**src/osc_ctl_pkg.sv**
```systemverilog
// constants, types and register layout of the oscillator source select block
package osc_ctl_pkg;

  // ----------------------------------------------------------------
  // timing
  // ----------------------------------------------------------------
  localparam int CLK_PERIOD_NS = 50;
  localparam int STARTUP_OSCILLATIONS = 1024;
  localparam logic [9:0] STARTUP_LAST = 10'(STARTUP_OSCILLATIONS - 1);
  // settle times of the high oscillator model; least times round up
  localparam int HF_READY_NS = 2000;
  localparam int HF_LOCK_NS = 8000;
  localparam int HF_STABLE_NS = 16000;
  localparam logic [8:0] HF_READY_CYC = 9'((HF_READY_NS + CLK_PERIOD_NS - 1) / CLK_PERIOD_NS);
  localparam logic [8:0] HF_LOCK_CYC = 9'((HF_LOCK_NS + CLK_PERIOD_NS - 1) / CLK_PERIOD_NS);
  localparam logic [8:0] HF_STABLE_CYC = 9'((HF_STABLE_NS + CLK_PERIOD_NS - 1) / CLK_PERIOD_NS);

  // ----------------------------------------------------------------
  // oscillator frequencies
  // ----------------------------------------------------------------
  localparam int MF_FREQ_KHZ = 500;
  localparam int HF_FREQ_KHZ = 16000;
  localparam int LF_FREQ_KHZ = 31;
  localparam int HF_PLL_MULT = HF_FREQ_KHZ / MF_FREQ_KHZ;
  localparam int EXT_PLL_MULT = 4;

  // ----------------------------------------------------------------
  // register map
  // ----------------------------------------------------------------
  localparam int ADDR_W = 4;
  localparam logic [3:0] OSC_CONTROL_OFFSET = 4'h0;
  localparam logic [3:0] OSC_STATUS_OFFSET = 4'h4;
  localparam logic [3:0] OSC_TUNING_OFFSET = 4'h8;
  localparam logic [7:0] OSC_CONTROL_RESET = 8'h38;
  localparam logic [5:0] OSC_TUNING_RESET = 6'h00;
  localparam int SEL_LSB = 0;
  localparam int SEL_MSB = 1;
  localparam int FREQ_LSB = 3;
  localparam int FREQ_MSB = 6;
  localparam int SW_PLL_BIT = 7;
  localparam logic [1:0] RESP_OKAY = 2'h0;
  localparam logic [1:0] RESP_SLVERR = 2'h2;

  // ----------------------------------------------------------------
  // encodings
  // ----------------------------------------------------------------
  localparam logic [2:0] MODE_WATCH_XTAL = 3'h0;
  localparam logic [2:0] MODE_MID_XTAL = 3'h1;
  localparam logic [2:0] MODE_HIGH_XTAL = 3'h2;
  localparam logic [2:0] MODE_RC = 3'h3;
  localparam logic [2:0] MODE_INTERNAL = 3'h4;
  localparam logic [2:0] MODE_OUT_LOW = 3'h5;
  localparam logic [2:0] MODE_OUT_MID = 3'h6;
  localparam logic [2:0] MODE_OUT_HIGH = 3'h7;
  localparam logic [1:0] SEL_CONFIGURED = 2'h0;
  localparam logic [1:0] SEL_SECONDARY = 2'h1;
  localparam logic [3:0] FREQ_HF_MIN = 4'h9;
  localparam logic [3:0] FREQ_HF_TOP = 4'hF;
  localparam logic [3:0] FREQ_PLL32 = 4'hE;
  localparam logic [3:0] FREQ_LF_MAX = 4'h1;
  localparam logic [1:0] LEVEL_OFF = 2'h0;
  localparam logic [1:0] LEVEL_LOW = 2'h1;
  localparam logic [1:0] LEVEL_MID = 2'h2;
  localparam logic [1:0] LEVEL_HIGH = 2'h3;

  typedef enum logic [1:0] {SRC_PRIMARY, SRC_SECONDARY, SRC_INTERNAL} src_type;
  typedef enum logic [1:0] {SEQ_WAIT_POWERUP, SEQ_COUNT, SEQ_RUN} seq_type;

  typedef struct packed {
    logic [2:0] clockSource;
    logic pllEnable;
    logic clockOutPinCfg;
    logic failSafeEn;
    logic twoSpeedEn;
    logic powerupDelayEn;
  } cfg_type;

  typedef struct packed {
    logic cpuRun;
    src_type clkSource;
    logic pllMuxSel;
    logic hfOscEnable;
    logic lfOscEnable;
    logic [1:0] ampGain;
    logic [1:0] ecPower;
    logic oscInGpio;
    logic oscOutClkOut;
    logic [3:0] postShift;
    logic [5:0] tune;
    logic hfReady;
    logic hfLocked;
    logic hfStable;
    logic startupStatus;
  } ctl_type;

endpackage : osc_ctl_pkg

```
**src/oscillator_source_select.sv**
```systemverilog
// oscillator source select, start-up timer and register slave
//
// Decided for this implementation: the register addresses and the AXI4-Lite interface to the registers.
`timescale 1ns/1ps
module oscillator_source_select (
  input wire logic clk_sys,
  input wire logic rst_n,
  input wire logic s_axi_awvalid,
  output logic s_axi_awready,
  input wire logic [osc_ctl_pkg::ADDR_W-1:0] s_axi_awaddr,
  input wire logic s_axi_wvalid,
  output logic s_axi_wready,
  input wire logic [31:0] s_axi_wdata,
  input wire logic [3:0] s_axi_wstrb,
  output logic s_axi_bvalid,
  input wire logic s_axi_bready,
  output logic [1:0] s_axi_bresp,
  input wire logic s_axi_arvalid,
  output logic s_axi_arready,
  input wire logic [osc_ctl_pkg::ADDR_W-1:0] s_axi_araddr,
  output logic s_axi_rvalid,
  input wire logic s_axi_rready,
  output logic [31:0] s_axi_rdata,
  output logic [1:0] s_axi_rresp,
  input wire osc_ctl_pkg::cfg_type cfgWord,
  input wire logic powerupDone,
  input wire logic wakeFromSleep,
  input wire logic oscInputPin,
  output osc_ctl_pkg::ctl_type ctlOut
);
  import osc_ctl_pkg::*;

  // ----------------------------------------------------------------
  // state
  // ----------------------------------------------------------------
  typedef struct packed {
    logic awTaken;
    logic [ADDR_W-1:0] awAddr;
    logic wTaken;
    logic [7:0] wData;
    logic wLane0;
    logic awready;
    logic wready;
    logic bvalid;
    logic [1:0] bresp;
    logic arready;
    logic rvalid;
    logic [1:0] rresp;
    logic [31:0] rdata;
    logic [7:0] control;
    logic [5:0] tuning;
    seq_type seq;
    logic [9:0] startupCnt;
    logic [1:0] pinSync;
    logic pinPrev;
    logic [8:0] hfCnt;
    ctl_type ctl;
  } state_type;

  state_type state_ff;
  state_type nxt_state;

  assign s_axi_awready = state_ff.awready;
  assign s_axi_wready = state_ff.wready;
  assign s_axi_bvalid = state_ff.bvalid;
  assign s_axi_bresp = state_ff.bresp;
  assign s_axi_arready = state_ff.arready;
  assign s_axi_rvalid = state_ff.rvalid;
  assign s_axi_rdata = state_ff.rdata;
  assign s_axi_rresp = state_ff.rresp;
  assign ctlOut = state_ff.ctl;

  always_comb begin
    logic crystal;
    logic outsideClk;
    logic pinEdge;
    logic autoInternal;
    logic [1:0] clkSel;
    logic [3:0] freqSel;
    logic hfSel;
    logic pllOn;
    logic [3:0] statusBits;
    crystal = 1'b0;
    outsideClk = 1'b0;
    pinEdge = 1'b0;
    autoInternal = 1'b0;
    clkSel = 2'h0;
    freqSel = 4'h0;
    hfSel = 1'b0;
    pllOn = 1'b0;
    statusBits = 4'h0;
    nxt_state = state_ff;

    // ----------------------------------------------------------------
    // pin synchroniser and edge detect
    // ----------------------------------------------------------------
    nxt_state.pinSync = {state_ff.pinSync[0], oscInputPin};
    nxt_state.pinPrev = state_ff.pinSync[1];
    pinEdge = state_ff.pinSync[1] && !state_ff.pinPrev;

    crystal = (cfgWord.clockSource == MODE_WATCH_XTAL) ||
              (cfgWord.clockSource == MODE_MID_XTAL) ||
              (cfgWord.clockSource == MODE_HIGH_XTAL);
    outsideClk = (cfgWord.clockSource == MODE_OUT_LOW) ||
                 (cfgWord.clockSource == MODE_OUT_MID) ||
                 (cfgWord.clockSource == MODE_OUT_HIGH);

    // ----------------------------------------------------------------
    // start-up sequence
    // ----------------------------------------------------------------
    case (state_ff.seq)
      SEQ_WAIT_POWERUP: begin
        if (!cfgWord.powerupDelayEn || powerupDone) begin
          nxt_state.startupCnt = '0;
          nxt_state.seq = crystal ? SEQ_COUNT : SEQ_RUN;
        end
      end
      SEQ_COUNT: begin
        if (pinEdge) begin
          nxt_state.startupCnt = state_ff.startupCnt + 10'h001;
          if (state_ff.startupCnt == STARTUP_LAST) begin
            nxt_state.seq = SEQ_RUN;
          end
        end
      end
      SEQ_RUN: begin
        // wake restarts the count only for crystals; other modes resume at once
        if (wakeFromSleep && crystal) begin
          nxt_state.startupCnt = '0;
          nxt_state.seq = SEQ_COUNT;
        end
      end
      default: begin
        nxt_state.seq = SEQ_WAIT_POWERUP;
      end
    endcase

    // ----------------------------------------------------------------
    // register slave: write
    // ----------------------------------------------------------------
    if (s_axi_awvalid && state_ff.awready) begin
      nxt_state.awTaken = 1'b1;
      nxt_state.awAddr = s_axi_awaddr;
    end
    if (s_axi_wvalid && state_ff.wready) begin
      nxt_state.wTaken = 1'b1;
      nxt_state.wData = s_axi_wdata[7:0];
      nxt_state.wLane0 = s_axi_wstrb[0];
    end
    if (state_ff.bvalid && s_axi_bready) begin
      nxt_state.bvalid = 1'b0;
    end
    if (state_ff.awTaken && state_ff.wTaken && !state_ff.bvalid) begin
      nxt_state.awTaken = 1'b0;
      nxt_state.wTaken = 1'b0;
      nxt_state.bvalid = 1'b1;
      nxt_state.bresp = RESP_OKAY;
      case (state_ff.awAddr)
        OSC_CONTROL_OFFSET: begin
          if (state_ff.wLane0) begin
            nxt_state.control = state_ff.wData;
          end
        end
        OSC_TUNING_OFFSET: begin
          if (state_ff.wLane0) begin
            nxt_state.tuning = state_ff.wData[5:0];
          end
        end
        OSC_STATUS_OFFSET: begin
          nxt_state.bresp = RESP_OKAY;
        end
        default: begin
          nxt_state.bresp = RESP_SLVERR;
        end
      endcase
    end
    nxt_state.awready = !nxt_state.awTaken && !nxt_state.bvalid;
    nxt_state.wready = !nxt_state.wTaken && !nxt_state.bvalid;

    // ----------------------------------------------------------------
    // clock selection
    // ----------------------------------------------------------------
    clkSel = state_ff.control[SEL_MSB:SEL_LSB];
    freqSel = state_ff.control[FREQ_MSB:FREQ_LSB];
    hfSel = (freqSel >= FREQ_HF_MIN);
    // automatic switch while the crystal starts; clock select stays untouched
    autoInternal = crystal && (state_ff.seq != SEQ_RUN) &&
                   (cfgWord.failSafeEn || cfgWord.twoSpeedEn);
    pllOn = cfgWord.pllEnable || state_ff.control[SW_PLL_BIT];

    nxt_state.ctl.clkSource = SRC_PRIMARY;
    nxt_state.ctl.pllMuxSel = 1'b0;
    if (clkSel[1]) begin
      nxt_state.ctl.clkSource = SRC_INTERNAL;
    end else if (clkSel == SEL_SECONDARY) begin
      nxt_state.ctl.clkSource = SRC_SECONDARY;
    end else begin
      if (cfgWord.clockSource == MODE_INTERNAL || autoInternal) begin
        nxt_state.ctl.clkSource = SRC_INTERNAL;
      end
      // the pll is only in the path with the configured source
      nxt_state.ctl.pllMuxSel = pllOn &&
        (cfgWord.clockSource != MODE_INTERNAL || freqSel == FREQ_PLL32);
    end

    nxt_state.ctl.hfOscEnable = hfSel &&
      (cfgWord.clockSource == MODE_INTERNAL || clkSel[1]);
    nxt_state.ctl.lfOscEnable = (freqSel <= FREQ_LF_MAX) &&
      (cfgWord.clockSource == MODE_INTERNAL || clkSel[1]);
    // hf settings divide by powers of two; limitation: lower mf codes share shift 0
    nxt_state.ctl.postShift = hfSel ? (FREQ_HF_TOP - freqSel) : 4'h0;
    nxt_state.ctl.tune = state_ff.tuning;

    // ----------------------------------------------------------------
    // oscillator drive and pins
    // ----------------------------------------------------------------
    case (cfgWord.clockSource)
      MODE_WATCH_XTAL: nxt_state.ctl.ampGain = LEVEL_LOW;
      MODE_MID_XTAL: nxt_state.ctl.ampGain = LEVEL_MID;
      MODE_HIGH_XTAL: nxt_state.ctl.ampGain = LEVEL_HIGH;
      default: nxt_state.ctl.ampGain = LEVEL_OFF;
    endcase
    case (cfgWord.clockSource)
      MODE_OUT_LOW: nxt_state.ctl.ecPower = LEVEL_LOW;
      MODE_OUT_MID: nxt_state.ctl.ecPower = LEVEL_MID;
      MODE_OUT_HIGH: nxt_state.ctl.ecPower = LEVEL_HIGH;
      default: nxt_state.ctl.ecPower = LEVEL_OFF;
    endcase
    nxt_state.ctl.oscInGpio = (cfgWord.clockSource == MODE_INTERNAL);
    nxt_state.ctl.oscOutClkOut = cfgWord.clockOutPinCfg &&
      (outsideClk || cfgWord.clockSource == MODE_RC ||
       cfgWord.clockSource == MODE_INTERNAL);

    // ----------------------------------------------------------------
    // execution gate and status
    // ----------------------------------------------------------------
    nxt_state.ctl.cpuRun = (nxt_state.seq == SEQ_RUN) ||
      (nxt_state.seq == SEQ_COUNT && (cfgWord.failSafeEn || cfgWord.twoSpeedEn));
    nxt_state.ctl.startupStatus = !crystal || (nxt_state.seq == SEQ_RUN);

    // settle counter restarts from zero whenever the oscillator is shut down
    if (!nxt_state.ctl.hfOscEnable) begin
      nxt_state.hfCnt = '0;
    end else if (state_ff.hfCnt != HF_STABLE_CYC) begin
      nxt_state.hfCnt = state_ff.hfCnt + 9'h001;
    end
    nxt_state.ctl.hfReady = (nxt_state.hfCnt >= HF_READY_CYC);
    nxt_state.ctl.hfLocked = (nxt_state.hfCnt >= HF_LOCK_CYC);
    nxt_state.ctl.hfStable = (nxt_state.hfCnt >= HF_STABLE_CYC);

    // ----------------------------------------------------------------
    // register slave: read
    // ----------------------------------------------------------------
    statusBits = {state_ff.ctl.startupStatus, state_ff.ctl.hfStable,
                  state_ff.ctl.hfLocked, state_ff.ctl.hfReady};
    if (state_ff.rvalid && s_axi_rready) begin
      nxt_state.rvalid = 1'b0;
    end
    if (s_axi_arvalid && state_ff.arready) begin
      nxt_state.rvalid = 1'b1;
      nxt_state.rresp = RESP_OKAY;
      case (s_axi_araddr)
        OSC_CONTROL_OFFSET: nxt_state.rdata = 32'(state_ff.control);
        OSC_STATUS_OFFSET: nxt_state.rdata = 32'(statusBits);
        OSC_TUNING_OFFSET: nxt_state.rdata = 32'(state_ff.tuning);
        default: begin
          nxt_state.rdata = '0;
          nxt_state.rresp = RESP_SLVERR;
        end
      endcase
    end
    nxt_state.arready = !nxt_state.rvalid;
  end

  // ----------------------------------------------------------------
  // registers
  // ----------------------------------------------------------------
  // no enable other than the clock: with the clock halted only the asynchronous rst_n changes a bit
  always_ff @(posedge clk_sys or negedge rst_n) begin
    if (!rst_n) begin
      state_ff <= '0;
      state_ff.control <= OSC_CONTROL_RESET;
      state_ff.tuning <= OSC_TUNING_RESET;
      state_ff.seq <= SEQ_WAIT_POWERUP;
    end else begin
      state_ff <= nxt_state;
    end
  end

endmodule : oscillator_source_select

```
**config.mk**
```make
export PLATFORM = sky130hd
export DESIGN_NAME = oscillator_source_select
export DESIGN_NICKNAME = d
export VERILOG_FILES = /design/src/osc_ctl_pkg.sv /design/src/oscillator_source_select.sv
export SDC_FILE = /design/constraint.sdc
export NUM_CORES = 1
export LEC_CHECK = 0
export ABC_AREA = 1
export BUFFER_PORTS_ARGS = -buffer_cell sky130_fd_sc_hd__buf_2
export CORE_ASPECT_RATIO = 0.8
export CORE_MARGIN = 2
export CORE_UTILIZATION = 35
export CTS_CLUSTER_SIZE = 40
export DETAILED_ROUTE_END_ITERATION = 10
export GPL_ROUTABILITY_DRIVEN = 0
export PLACE_DENSITY = 0.67
export SLEW_MARGIN = 20
export SYNTH_ARGS = -nofsm -noshare
export SYNTH_HDL_FRONTEND = slang
export SYNTH_SLANG_ARGS = --single-unit
```
**constraint.sdc**
```tcl
create_clock -name clk_sys -period 2.43 [get_ports clk_sys]
set_input_delay 0.3645 -clock clk_sys [delete_from_list [all_inputs] [get_ports clk_sys]]
set_output_delay 0.3645 -clock clk_sys [all_outputs]
set_load 0.02 [all_outputs]
```
==> results of run 1 <==
worst min path at each step:
stage                                 start                         to  cells past startpoint
floorplan                             rst_n        ctlOut[0]$_DFF_PN0_                      0
global placement    nxt_state[37]$_DFF_PN0_    nxt_state[35]$_DFF_PN0_                      0
detailed placement  nxt_state[37]$_DFF_PN0_    nxt_state[35]$_DFF_PN0_                      0
CTS                                   rst_n     s_axi_wready$_DFF_PN0_                      1
global route                          rst_n     s_axi_wready$_DFF_PN0_                      1
finish                                rst_n  state_ff[117]$_DFFE_PN0P_                      1
Yosys cell counts, types with 2 or more instances:
cell and count:
nand4_1 5, clkinv_1 2, a21oi_1 12, o21ai_1 4, ha_1 7, nand3_1 23, buf_4 62, nand2_1 118
o211ai_1 3, clkbuf_1 3, nor4_1 3, xor2_1 5, nand2_2 3, nor2_1 46, dfstp_2 3, nor3_2 2
o31ai_1 2, inv_1 55, dfrtp_1 91, o21ai_0 32, inv_2 4
power groups by stage:
| stage | clock network (mW) | registers [mW] | logic [mW] |
|---|---|---|---|
| after floorplan | 0 | 2.21 | 1.15 |
| after global placement | 0 | 2.25 | 1.30 |
| after detailed placement | 0 | 2.26 | 1.34 |
| after CTS | 1.57 | 2.24 | 1.34 |
| after global routing | 1.63 | 2.29 | 1.51 |
| final | 1.52 | 2.24 | 1.32 |
layout make-up:
cell class / count / area, um2
well taps: 171 / 214
clock inverters: 6 / 92.6
clock buffers: 10 / 239
inverters: 62 / 235
flip-flops and latches: 94 / 2360
fillers: 1228 / 7260
multi-input cells: 307 / 1450
repair buffers: 76 / 398
sequential cells by signal (all words and copies together), names as in the netlist:
name,cells
nxt_state,8
s_axi_rdata,8
s_axi_arready,1
s_axi_bresp,1
s_axi_wready,1
state_ff,45
s_axi_bvalid,1
s_axi_awready,1
s_axi_rresp,1
s_axi_rvalid,1
ctlOut,26
worst reg2reg max path, cell delays in order (launching register included):
cell and delay [ns]:
dfrtp_1 0.40, inv_1 0.09, ha_1 0.25, inv_1 0.08
o21ai_0 0.10, nand2_2 0.10, nand2_4 0.10, nor2_1 0.24
inv_1 0.10, nand2_1 0.08, nor2_1 0.04
metrics by stage:
step / utilization, % / worst slack [ns] / std cells / cell area (um2) / hold slack [ns]
3_3_place_gp: 38.0 / 0.772 / 710 / 4660 / 0.337
2_1_floorplan: - / 0.913 / 529 / 4530 / 0.0689
4_1_cts: 40.7 / 0.709 / 726 / 4990 / 0.0200
6_report: 40.7 / 0.741 / 726 / 4990 / 0.00878
3_5_place_dp: 38.0 / 0.736 / 710 / 4660 / 0.342
5_1_grt: 40.7 / 0.490 / 726 / 4990 / 0.0412
routing by layer:
layer	global-route usage (%)	wire length [um]
met5	0	0
met3	3.07	452
met1	16.9	3890
met2	19.7	3750
met4	5.22	118
cell families (layout without fill, tap and decap cells):
| group | count (synthesis) | count (layout) | synth area share [%] |
|---|---|---|---|
| AO/OA/AOI/OAI | 60 | 60 | 7.67 |
| XOR/XNOR | 6 | 6 | 1.18 |
| adder cells (fa/ha/maj) | 7 | 7 | 1.97 |
| buffers and inverters | 128 | 154 | 16.3 |
| flip-flops | 94 | 94 | 53.1 |
| other | 1 | 27 | 0.0845 |
| AND/OR/NAND/NOR | 207 | 207 | 19.7 |
==> metrics.txt, run 1 <==
outcome=finished, final reports clean; clock slew at the register clock pins of the worst setup and hold paths=0.06 ns; Reg2Reg Capture Point=state_ff[42]$_DFFE_PN0P_; Clock H-tree levels=3; standard-cell row count=36; Slowest cell on crit path=dfrtp_1; post-CTS setup buffer count=0; Critical Path Most Common Cell=inv_1; pin slew with the least headroom to its limit=0.728 ns; top-level I/O count=129; share of post-route cells with drive strength above 1=20.0%; clock insertion delay at the later pin of the skew report=0.34 ns; core box area=12,300 um2; final number of max-transition violations=0; number of flops mapped to enable cells by yosys=0; worst setup slack for register-to-register paths=0.74 ns; die area=13,600 um2; Psw=1.74 mW; DR DRC count=0; internal power=3.34 mW; maximum fanout encountered on the critical timing path=13; maximum single-stage delay on the critical path=0.40 ns; buffer levels on the longest clock path=2; fraction of synthesis flops using an asynchronous set or reset pin=100%; clock root buffer master=clkbuf_16; portion of synthesized cell area occupied by the leading cell type=51.3%; cell breakdown of the critical path=inv_1 -> ha_1 -> inv_1 -> o21ai_0 -> nand2_2 -> nand2_4 -> nor2_1 -> inv_1 -> nand2_1 -> nor2_1; setup tns final=0 ns; worst endpoint required time=2.65 ns; number of vias per cell after detailed routing=4.27; average routed wire per standard cell=11.3 um; largest voltage drop on the vdd net=0.381 mV; family of cells with the greatest summed delay on the critical path=simple AND/OR/NAND/NOR gates; CP bufs+invs=3; post-layout power=5.08 mW; worst-case headroom to the max-slew limit=51.0%; Critical Path Sink=state_ff[42]$_DFFE_PN0P_; antenna violations before repair=0; data arrival time at the worst-slack endpoint=1.91 ns; # port buffers=75; area growth from synthesis to layout=12.5%; fin crit share=69.5%; starting density of the core=36.2%; vias after detailed routing=3,103; horizontal die dimension=130 um; cell count along the critical path=10; largest net degree at the start of global routing=56; Yosys warning count=0; Critical Path Source=state_ff[48]$_DFF_PN0_; number of buffers added to fix hold violations after cts=0; Detailed Place HPWL=6170 um; Chip Height=105 um; most common flop cell mapped by yosys=dfrtp_1; count of different cell masters after synthesis=39; number of CTS-inserted buffers=9; flip-flop and latch count after synthesis=94; class of the tightest hold or removal check=input pin to asynchronous set/reset pin; sum of routed wire length over all layers=8210 um; combined area of all synthesized cells=4440 um2; Setup violations, final=0; Inserted Diodes=0; Worst Skew=0.00541 ns; reg2reg start=state_ff[48]$_DFF_PN0_; Congestion Overflow GR=0; violation count after the first detailed-route iteration=128; CTS tree=done; mean instance size in the synthesized netlist=8.82 um2; Period minus WS final=1.69 ns; maximum clock rate=0.592 GHz; share of total power consumed by net switching=34.2%; largest cells by area after synthesis=dfrtp_1, buf_4, nand2_1; Pre-antenna DRT Iters=4; classification of the worst setup path=flop to flop; most common cell after layout, fill and taps aside=nand2_1; sequential-to-total area share from yosys stat=53.1%; final number of hold-violating endpoints=0; R2R cell count=10; total track usage=12.7%; part of the total power dissipated in the clock network=30.0%; Sinks on Clock Net=94; Reg power frac=44.0%; vias in the first global route=3,042; most frequent cells in the layout=nand2_1, dfrtp_1, buf_2; number of instances in the synthesized netlist=503; LEAKAGE=2.59 nW; first-pass GRT wire length=13,700 um; maximum capacitance violations=0; endpoint type of the worst setup path=flop; RSZ-0062 raised after global routing=false; Gates resized, CTS repair=0; library cell with the largest summed area after synthesis=dfrtp_1; crit path launch type=flop; nets=619; power density over the cells=1020 nW/um2; power share of the combinational group=26.0%; ANT nets after route=0
Note: power is estimated with default switching activity, not from simulation.
==> run 2, diff against run 1 <==
- ABC_AREA: 1 -> 0
- clock period: 2.43 -> 1.7 ns (I/O delays scaled with it)
==> metrics.txt, run 2 <==
LEAKAGE=2.60 nW; power density over the cells=1240 nW/um2; # port buffers=75; count of different cell masters after synthesis=52; maximum clock rate=0.568 GHz; CTS tree=done; clock slew at the register clock pins of the worst setup and hold paths=0.06 ns; clock insertion delay at the later pin of the skew report=0.34 ns; standard-cell row count=37; buffer levels on the longest clock path=2; most common flop cell mapped by yosys=dfrtp_1; final number of hold-violating endpoints=0; endpoint type of the worst setup path=flop; most common cell after layout, fill and taps aside=dfrtp_1; outcome=complete, but fails checks; class of the tightest hold or removal check=input pin to flop; sequential-to-total area share from yosys stat=52.3%; final number of max-transition violations=0; number of instances in the synthesized netlist=415; Detailed Place HPWL=6820 um; flip-flop and latch count after synthesis=94; largest net degree at the start of global routing=45; most used standard cell by instance count after synthesis=dfrtp_1; largest voltage drop on the vdd net=0.724 mV; top-level I/O count=129; starting density of the core=35.4%; multiplexer area fraction after synthesis=8.33%; Critical Path Source=state_ff[49]$_DFF_PN0_; library cell with the largest summed area after synthesis=dfrtp_1; fin crit share=104%; fraction of synthesis flops using an asynchronous set or reset pin=100%; flip-flop count of the largest register after layout=45; antenna violations before repair=0; Worst Skew=0.00900 ns; ANT nets after route=0; routed metal-1 wire length=4170 um; classification of the worst setup path=flop to flop; final critical-path setup slack=-0.0609 ns; uppermost routed layer=met4; portion of synthesized cell area occupied by the leading cell type=50.5%; core box area=12,700 um2; Yosys warning count=0; dominant combinational cell family by area after synthesis=simple AND/OR/NAND/NOR gates; fraction of the mapped netlist area in compound gates=9.44%; met2 layer wire length in the routed design=4420 um; leading post-synthesis cells by instance count=dfrtp_1, buf_4, nor2_1; Pre-antenna DRT Iters=4; combined area of all synthesized cells=4510 um2; maximum capacitance violations=0; pin slew with the least headroom to its limit=0.555 ns; Chip Height=105 um; nets=561; post-route worst hold slack=0.0276 ns; largest cells by area after synthesis=dfrtp_1, buf_4, mux2_2; reg2reg start=state_ff[49]$_DFF_PN0_; sum of routed wire length over all layers=9210 um; met3 wire length=504 um; first-pass GRT wire length=15,100 um; mean instance size in the synthesized netlist=10.9 um2; number of vias per cell after detailed routing=4.58; average routed wire per standard cell=13.7 um; number of CTS-inserted buffers=9; maximum fanout encountered on the critical timing path=11; vias in the first global route=3,075; Clock H-tree levels=3; total track usage=14.1%; Sinks on Clock Net=94; Congestion Overflow GR=0; XOR/XNOR share of the synthesized area=1.75%; horizontal die dimension=131 um; violations in the final reports=setup timing; worst endpoint required time=1.92 ns; RSZ-0062 raised after global routing=true; post-layout power=6.81 mW; area growth from synthesis to layout=21.8%; number of flops mapped to enable cells by yosys=0; die area=13,800 um2; Period minus WS final=1.76 ns; clock root buffer master=clkbuf_16; top register by number of flip-flops=state_ff; origin of the worst min-delay path=oscInputPin; Inserted Diodes=0; data arrival time at the worst-slack endpoint=1.98 ns; crit path launch type=flop; adder-cell share of the synthesized area=1.94%; Setup violations, final=14; DR DRC count=0; violation count after the first detailed-route iteration=104; vias after detailed routing=3,079; share of post-route cells with drive strength above 1=38.8%; count of fill cells added during filler insertion=1,196; most frequent cells in the layout=dfrtp_1, buf_2, nor2_1; simple logic cell fraction of the synthesized area=13.9%; worst-case headroom to the max-slew limit=62.6%
==> run 2: cell types whose count changed after synthesis, sizes merged, moves of 6 or more <==
cell    delta
mux2      +28
nor3b      +6
o21ai     -16
inv       -49
nor2      -10
nor2b      +7
o31ai      +6
nand2     -95
clkbuf     +6
nand3     -17
mux2i      +6
xnor2      +8
==> run 2: area by class of cell <==
class | count | area, um2 | share of cell area (%)
clock buffer | 9 | 225 | 4.10
clock inverter | 7 | 72.6 | 1.32
inverter | 11 | 41.3 | 0.752
multi-input combinational | 265 | 1880 | 34.3
sequential | 94 | 2360 | 43.0
tap | 175 | 219 | 3.99
timing repair buffer | 111 | 688 | 12.5
==> run 2: worst paths after layout <==
kind,endpoint,slack [ns],depth (start not counted)
max,state_ff[44]$_DFFE_PN0P_,-0.06,7
min,nxt_state[37]$_DFF_PN0_,0.03,1
max reg2reg,state_ff[44]$_DFFE_PN0P_,-0.06,7
min reg2reg,nxt_state[35]$_DFF_PN0_,0.35,0
max in group asynchronous,state_ff[61]$_DFFE_PN1P_,0.72,3
min in group asynchronous,nxt_state[35]$_DFF_PN0_,0.39,2
==> run 2: metrics by stage <==
| stage | cells | util (%) | worst slack (ns) | TNS, ns | instance area [um2] |
|---|---|---|---|---|---|
| after CTS | 669 | 42.6 | -0.0316 | -0.0960 | 5430 |
| after global routing | 672 | 43.1 | -0.128 | -1.24 | 5490 |
| after global placement | 649 | 39.3 | -0.0715 | -0.322 | 5010 |
| final | 672 | 43.1 | -0.0609 | -0.388 | 5490 |
| after floorplan | 441 | - | -0.0309 | -0.0619 | 4660 |
| after detailed placement | 649 | 39.3 | -0.181 | -1.22 | 5010 |
==> run 2: logic make-up after synthesis <==
kind of cell | count (synthesis)
other cells | 1
fa+ha+maj | 7
flops | 94
compound gates | 64
buf+inv | 83
simple gates | 123
xor+xnor | 9
mux | 34
==> run 2: worst max-delay path: stages, from the launching register on <==
cell,delay [ns]
dfrtp_1,0.41
inv_2,0.11
ha_4,0.14
nand3b_1,0.12
a211o_1,0.37
buf_4,0.20
o21ai_1,0.18
o41ai_2,0.09
==> run 2: timing repair <==
item / 4_1_cts / 5_1_grt
resized for setup: 24 / 13
buffers inserted: 2 / 3
cloned: 1 / 0
endpoints found under the hold margin: 25 / 0
hold buffers: 1 / 0
pin swaps: 3 / 4
endpoints found under the setup margin: 17 / 29
==> run 2: report_power, final <==
part | internal [mW] | switching, mW
Combinational | 0.820 | 0.919
Sequential | 2.75 | 0.344
Clock | 1.14 | 0.835
Total | 4.71 | 2.10
==> run 2: per-layer routing <==
layer | track usage, % | up-vias
li1 | - | 1502
met1 | 18.6 | 1500
met2 | 22.4 | 68
met3 | 3.91 | 9
met4 | 4.26 | 0
met5 | 0 | -
==> run 3, diff against run 2 <==
- clock period: 1.7 -> 2 ns (I/O delays scaled with it)
==> metrics.txt, run 3 (same netlist as run 2, synthesis figures left out) <==
final number of max-transition violations=0; Setup violations, final=0; Cells on Worst Hold Path=1; horizontal die dimension=131 um; CP bufs+invs=2; maximum capacitance violations=0; Reg2Reg Capture Point=state_ff[43]$_DFFE_PN0P_; starting density of the core=35.4%; Congestion Overflow GR=0; cell breakdown of the critical path=buf_4 -> ha_1 -> inv_1 -> a21oi_2 -> a211o_1 -> or2_4 -> o41ai_2; Inserted Diodes=0; CTS tree=done; final number of hold-violating endpoints=0; classification of the worst setup path=flop to flop; pin slew with the least headroom to its limit=0.607 ns; buffer levels on the longest clock path=2; sum of routed wire length over all layers=8960 um; worst-case headroom to the max-slew limit=59.1%; Chip Height=105 um; DR DRC count=0; area growth from synthesis to layout=14.2%; count of fill cells added during filler insertion=1,216; # port buffers=75; clock insertion delay at the later pin of the skew report=0.34 ns; non-filler cells, final=647; origin of the worst min-delay path=oscInputPin; Storage cell area=2360 um2; Period minus WS final=1.91 ns; data arrival time at the worst-slack endpoint=2.15 ns; first-pass GRT wire length=14,500 um; most frequent cells in the layout=dfrtp_1, buf_2, nor2_1; power density over the cells=1120 nW/um2; Worst Skew=0.00735 ns; maximum fanout encountered on the critical timing path=9; clock root buffer master=clkbuf_16; violation count after the first detailed-route iteration=264; flip-flop count of the largest register after layout=45; Hold Path Sink=nxt_state[37]$_DFF_PN0_; Detailed Place HPWL=6520 um; Pre-antenna DRT Iters=4; core box area=12,700 um2; Clock H-tree levels=3; top register by number of flip-flops=state_ff; nets=536; RSZ-0062 raised after global routing=false; maximum single-stage delay on the critical path=0.41 ns; area of the multi-input gates=1720 um2; antenna violations before repair=0; share of post-route cells with drive strength above 1=30.7%; LEAKAGE=2.44 nW; number of vias per cell after detailed routing=4.70; setup tns final=0 ns; die area=13,800 um2; worst setup slack for register-to-register paths=0.09 ns; fin crit share=95.4%; worst endpoint required time=2.24 ns; crit path launch type=flop; largest net degree at the start of global routing=42; cell count along the critical path=7; Slowest cell on crit path=dfrtp_1; class of the tightest hold or removal check=input pin to flop; # placed instances=629; maximum clock rate=0.524 GHz; vias in the first global route=3,016; outcome=finished, final reports clean; largest voltage drop on the vdd net=0.504 mV; reg2reg start=state_ff[49]$_DFF_PN0_; top-level I/O count=129; standard-cell row count=37; R2R cell count=7; endpoint type of the worst setup path=flop; clock slew at the register clock pins of the worst setup and hold paths=0.07 ns; average routed wire per standard cell=13.8 um; Sinks on Clock Net=94; number of CTS-inserted buffers=9; vias after detailed routing=3,044; family of cells with the greatest summed delay on the critical path=compound AO/OA/AOI/OAI gates; ANT nets after route=0; total track usage=13.6%; most common cell after layout, fill and taps aside=dfrtp_1
run 3: cell types whose count changed in the layout (fill, tap and decap cells not counted), sizes merged:
cell,delta
buf,-24
bufinv,+1
clkbuf,+1
clkinv,-1
clkinvlp,-1
or2,-1
run 3: stage by stage:
stage	setup WS, ns	util [%]	cell area, um2	total power, mW	hold WS, ns
CTS	0.0692	40.2	5120	5.83	0.0499
detailed placement	-0.0161	37.5	4780	3.91	0.315
global route	0.00901	40.4	5150	6.07	0.0525
global placement	0.0909	37.5	4780	3.85	0.307
floorplan	0.183	-	4600	3.67	0.00441
finish	0.0922	40.4	5150	5.76	0.0611
run 3: how the worst max path moves through the flow:
stage | from | end | slack, ns
2_1_floorplan | state_ff[49]$_DFF_PN0_ | state_ff[43]$_DFFE_PN0P_ | 0.18
3_3_place_gp | state_ff[49]$_DFF_PN0_ | state_ff[43]$_DFFE_PN0P_ | 0.09
3_5_place_dp | state_ff[49]$_DFF_PN0_ | state_ff[43]$_DFFE_PN0P_ | -0.02
4_1_cts | state_ff[49]$_DFF_PN0_ | state_ff[43]$_DFFE_PN0P_ | 0.07
5_1_grt | state_ff[49]$_DFF_PN0_ | state_ff[43]$_DFFE_PN0P_ | 0.009
6_report | state_ff[49]$_DFF_PN0_ | state_ff[43]$_DFFE_PN0P_ | 0.09
run 3: where the power goes:
group	leakage [nW]	total, mW	switching, mW	internal [mW]
sequential	1.21	2.64	0.305	2.34
clock	0.161	1.89	0.745	1.14
combinational	1.07	1.23	0.692	0.539
run 3: repair_timing:
action                                  4_1_cts  5_1_grt
hold buffers                                  1        0
setup buffers                                 0        1
endpoints found under the setup margin        2        3
gates resized for setup                       1        3
endpoints found under the hold margin        36        0
run 3: cell type report:
| type | count | share of cell area, % |
|---|---|---|
| tap | 175 | 4.25 |
| clock buffer | 10 | 4.64 |
| sequential | 94 | 45.8 |
| clock inverter | 6 | 1.80 |
| multi-input combinational | 264 | 33.3 |
| timing repair buffer | 87 | 9.38 |
| inverter | 11 | 0.802 |
run 3: metal layers:
metal / vias to the layer above / share of wire, % / wire length, um / track usage (%)
met1: 1484 / 44 / 3970 / 17.9
met4: 0 / 2.0 / 183 / 4.94
li1: 1447 / - / - / -
met5: - / 0 / 0 / 0
met3: 18 / 6.0 / 535 / 4.42
met2: 95 / 48 / 4270 / 21.0
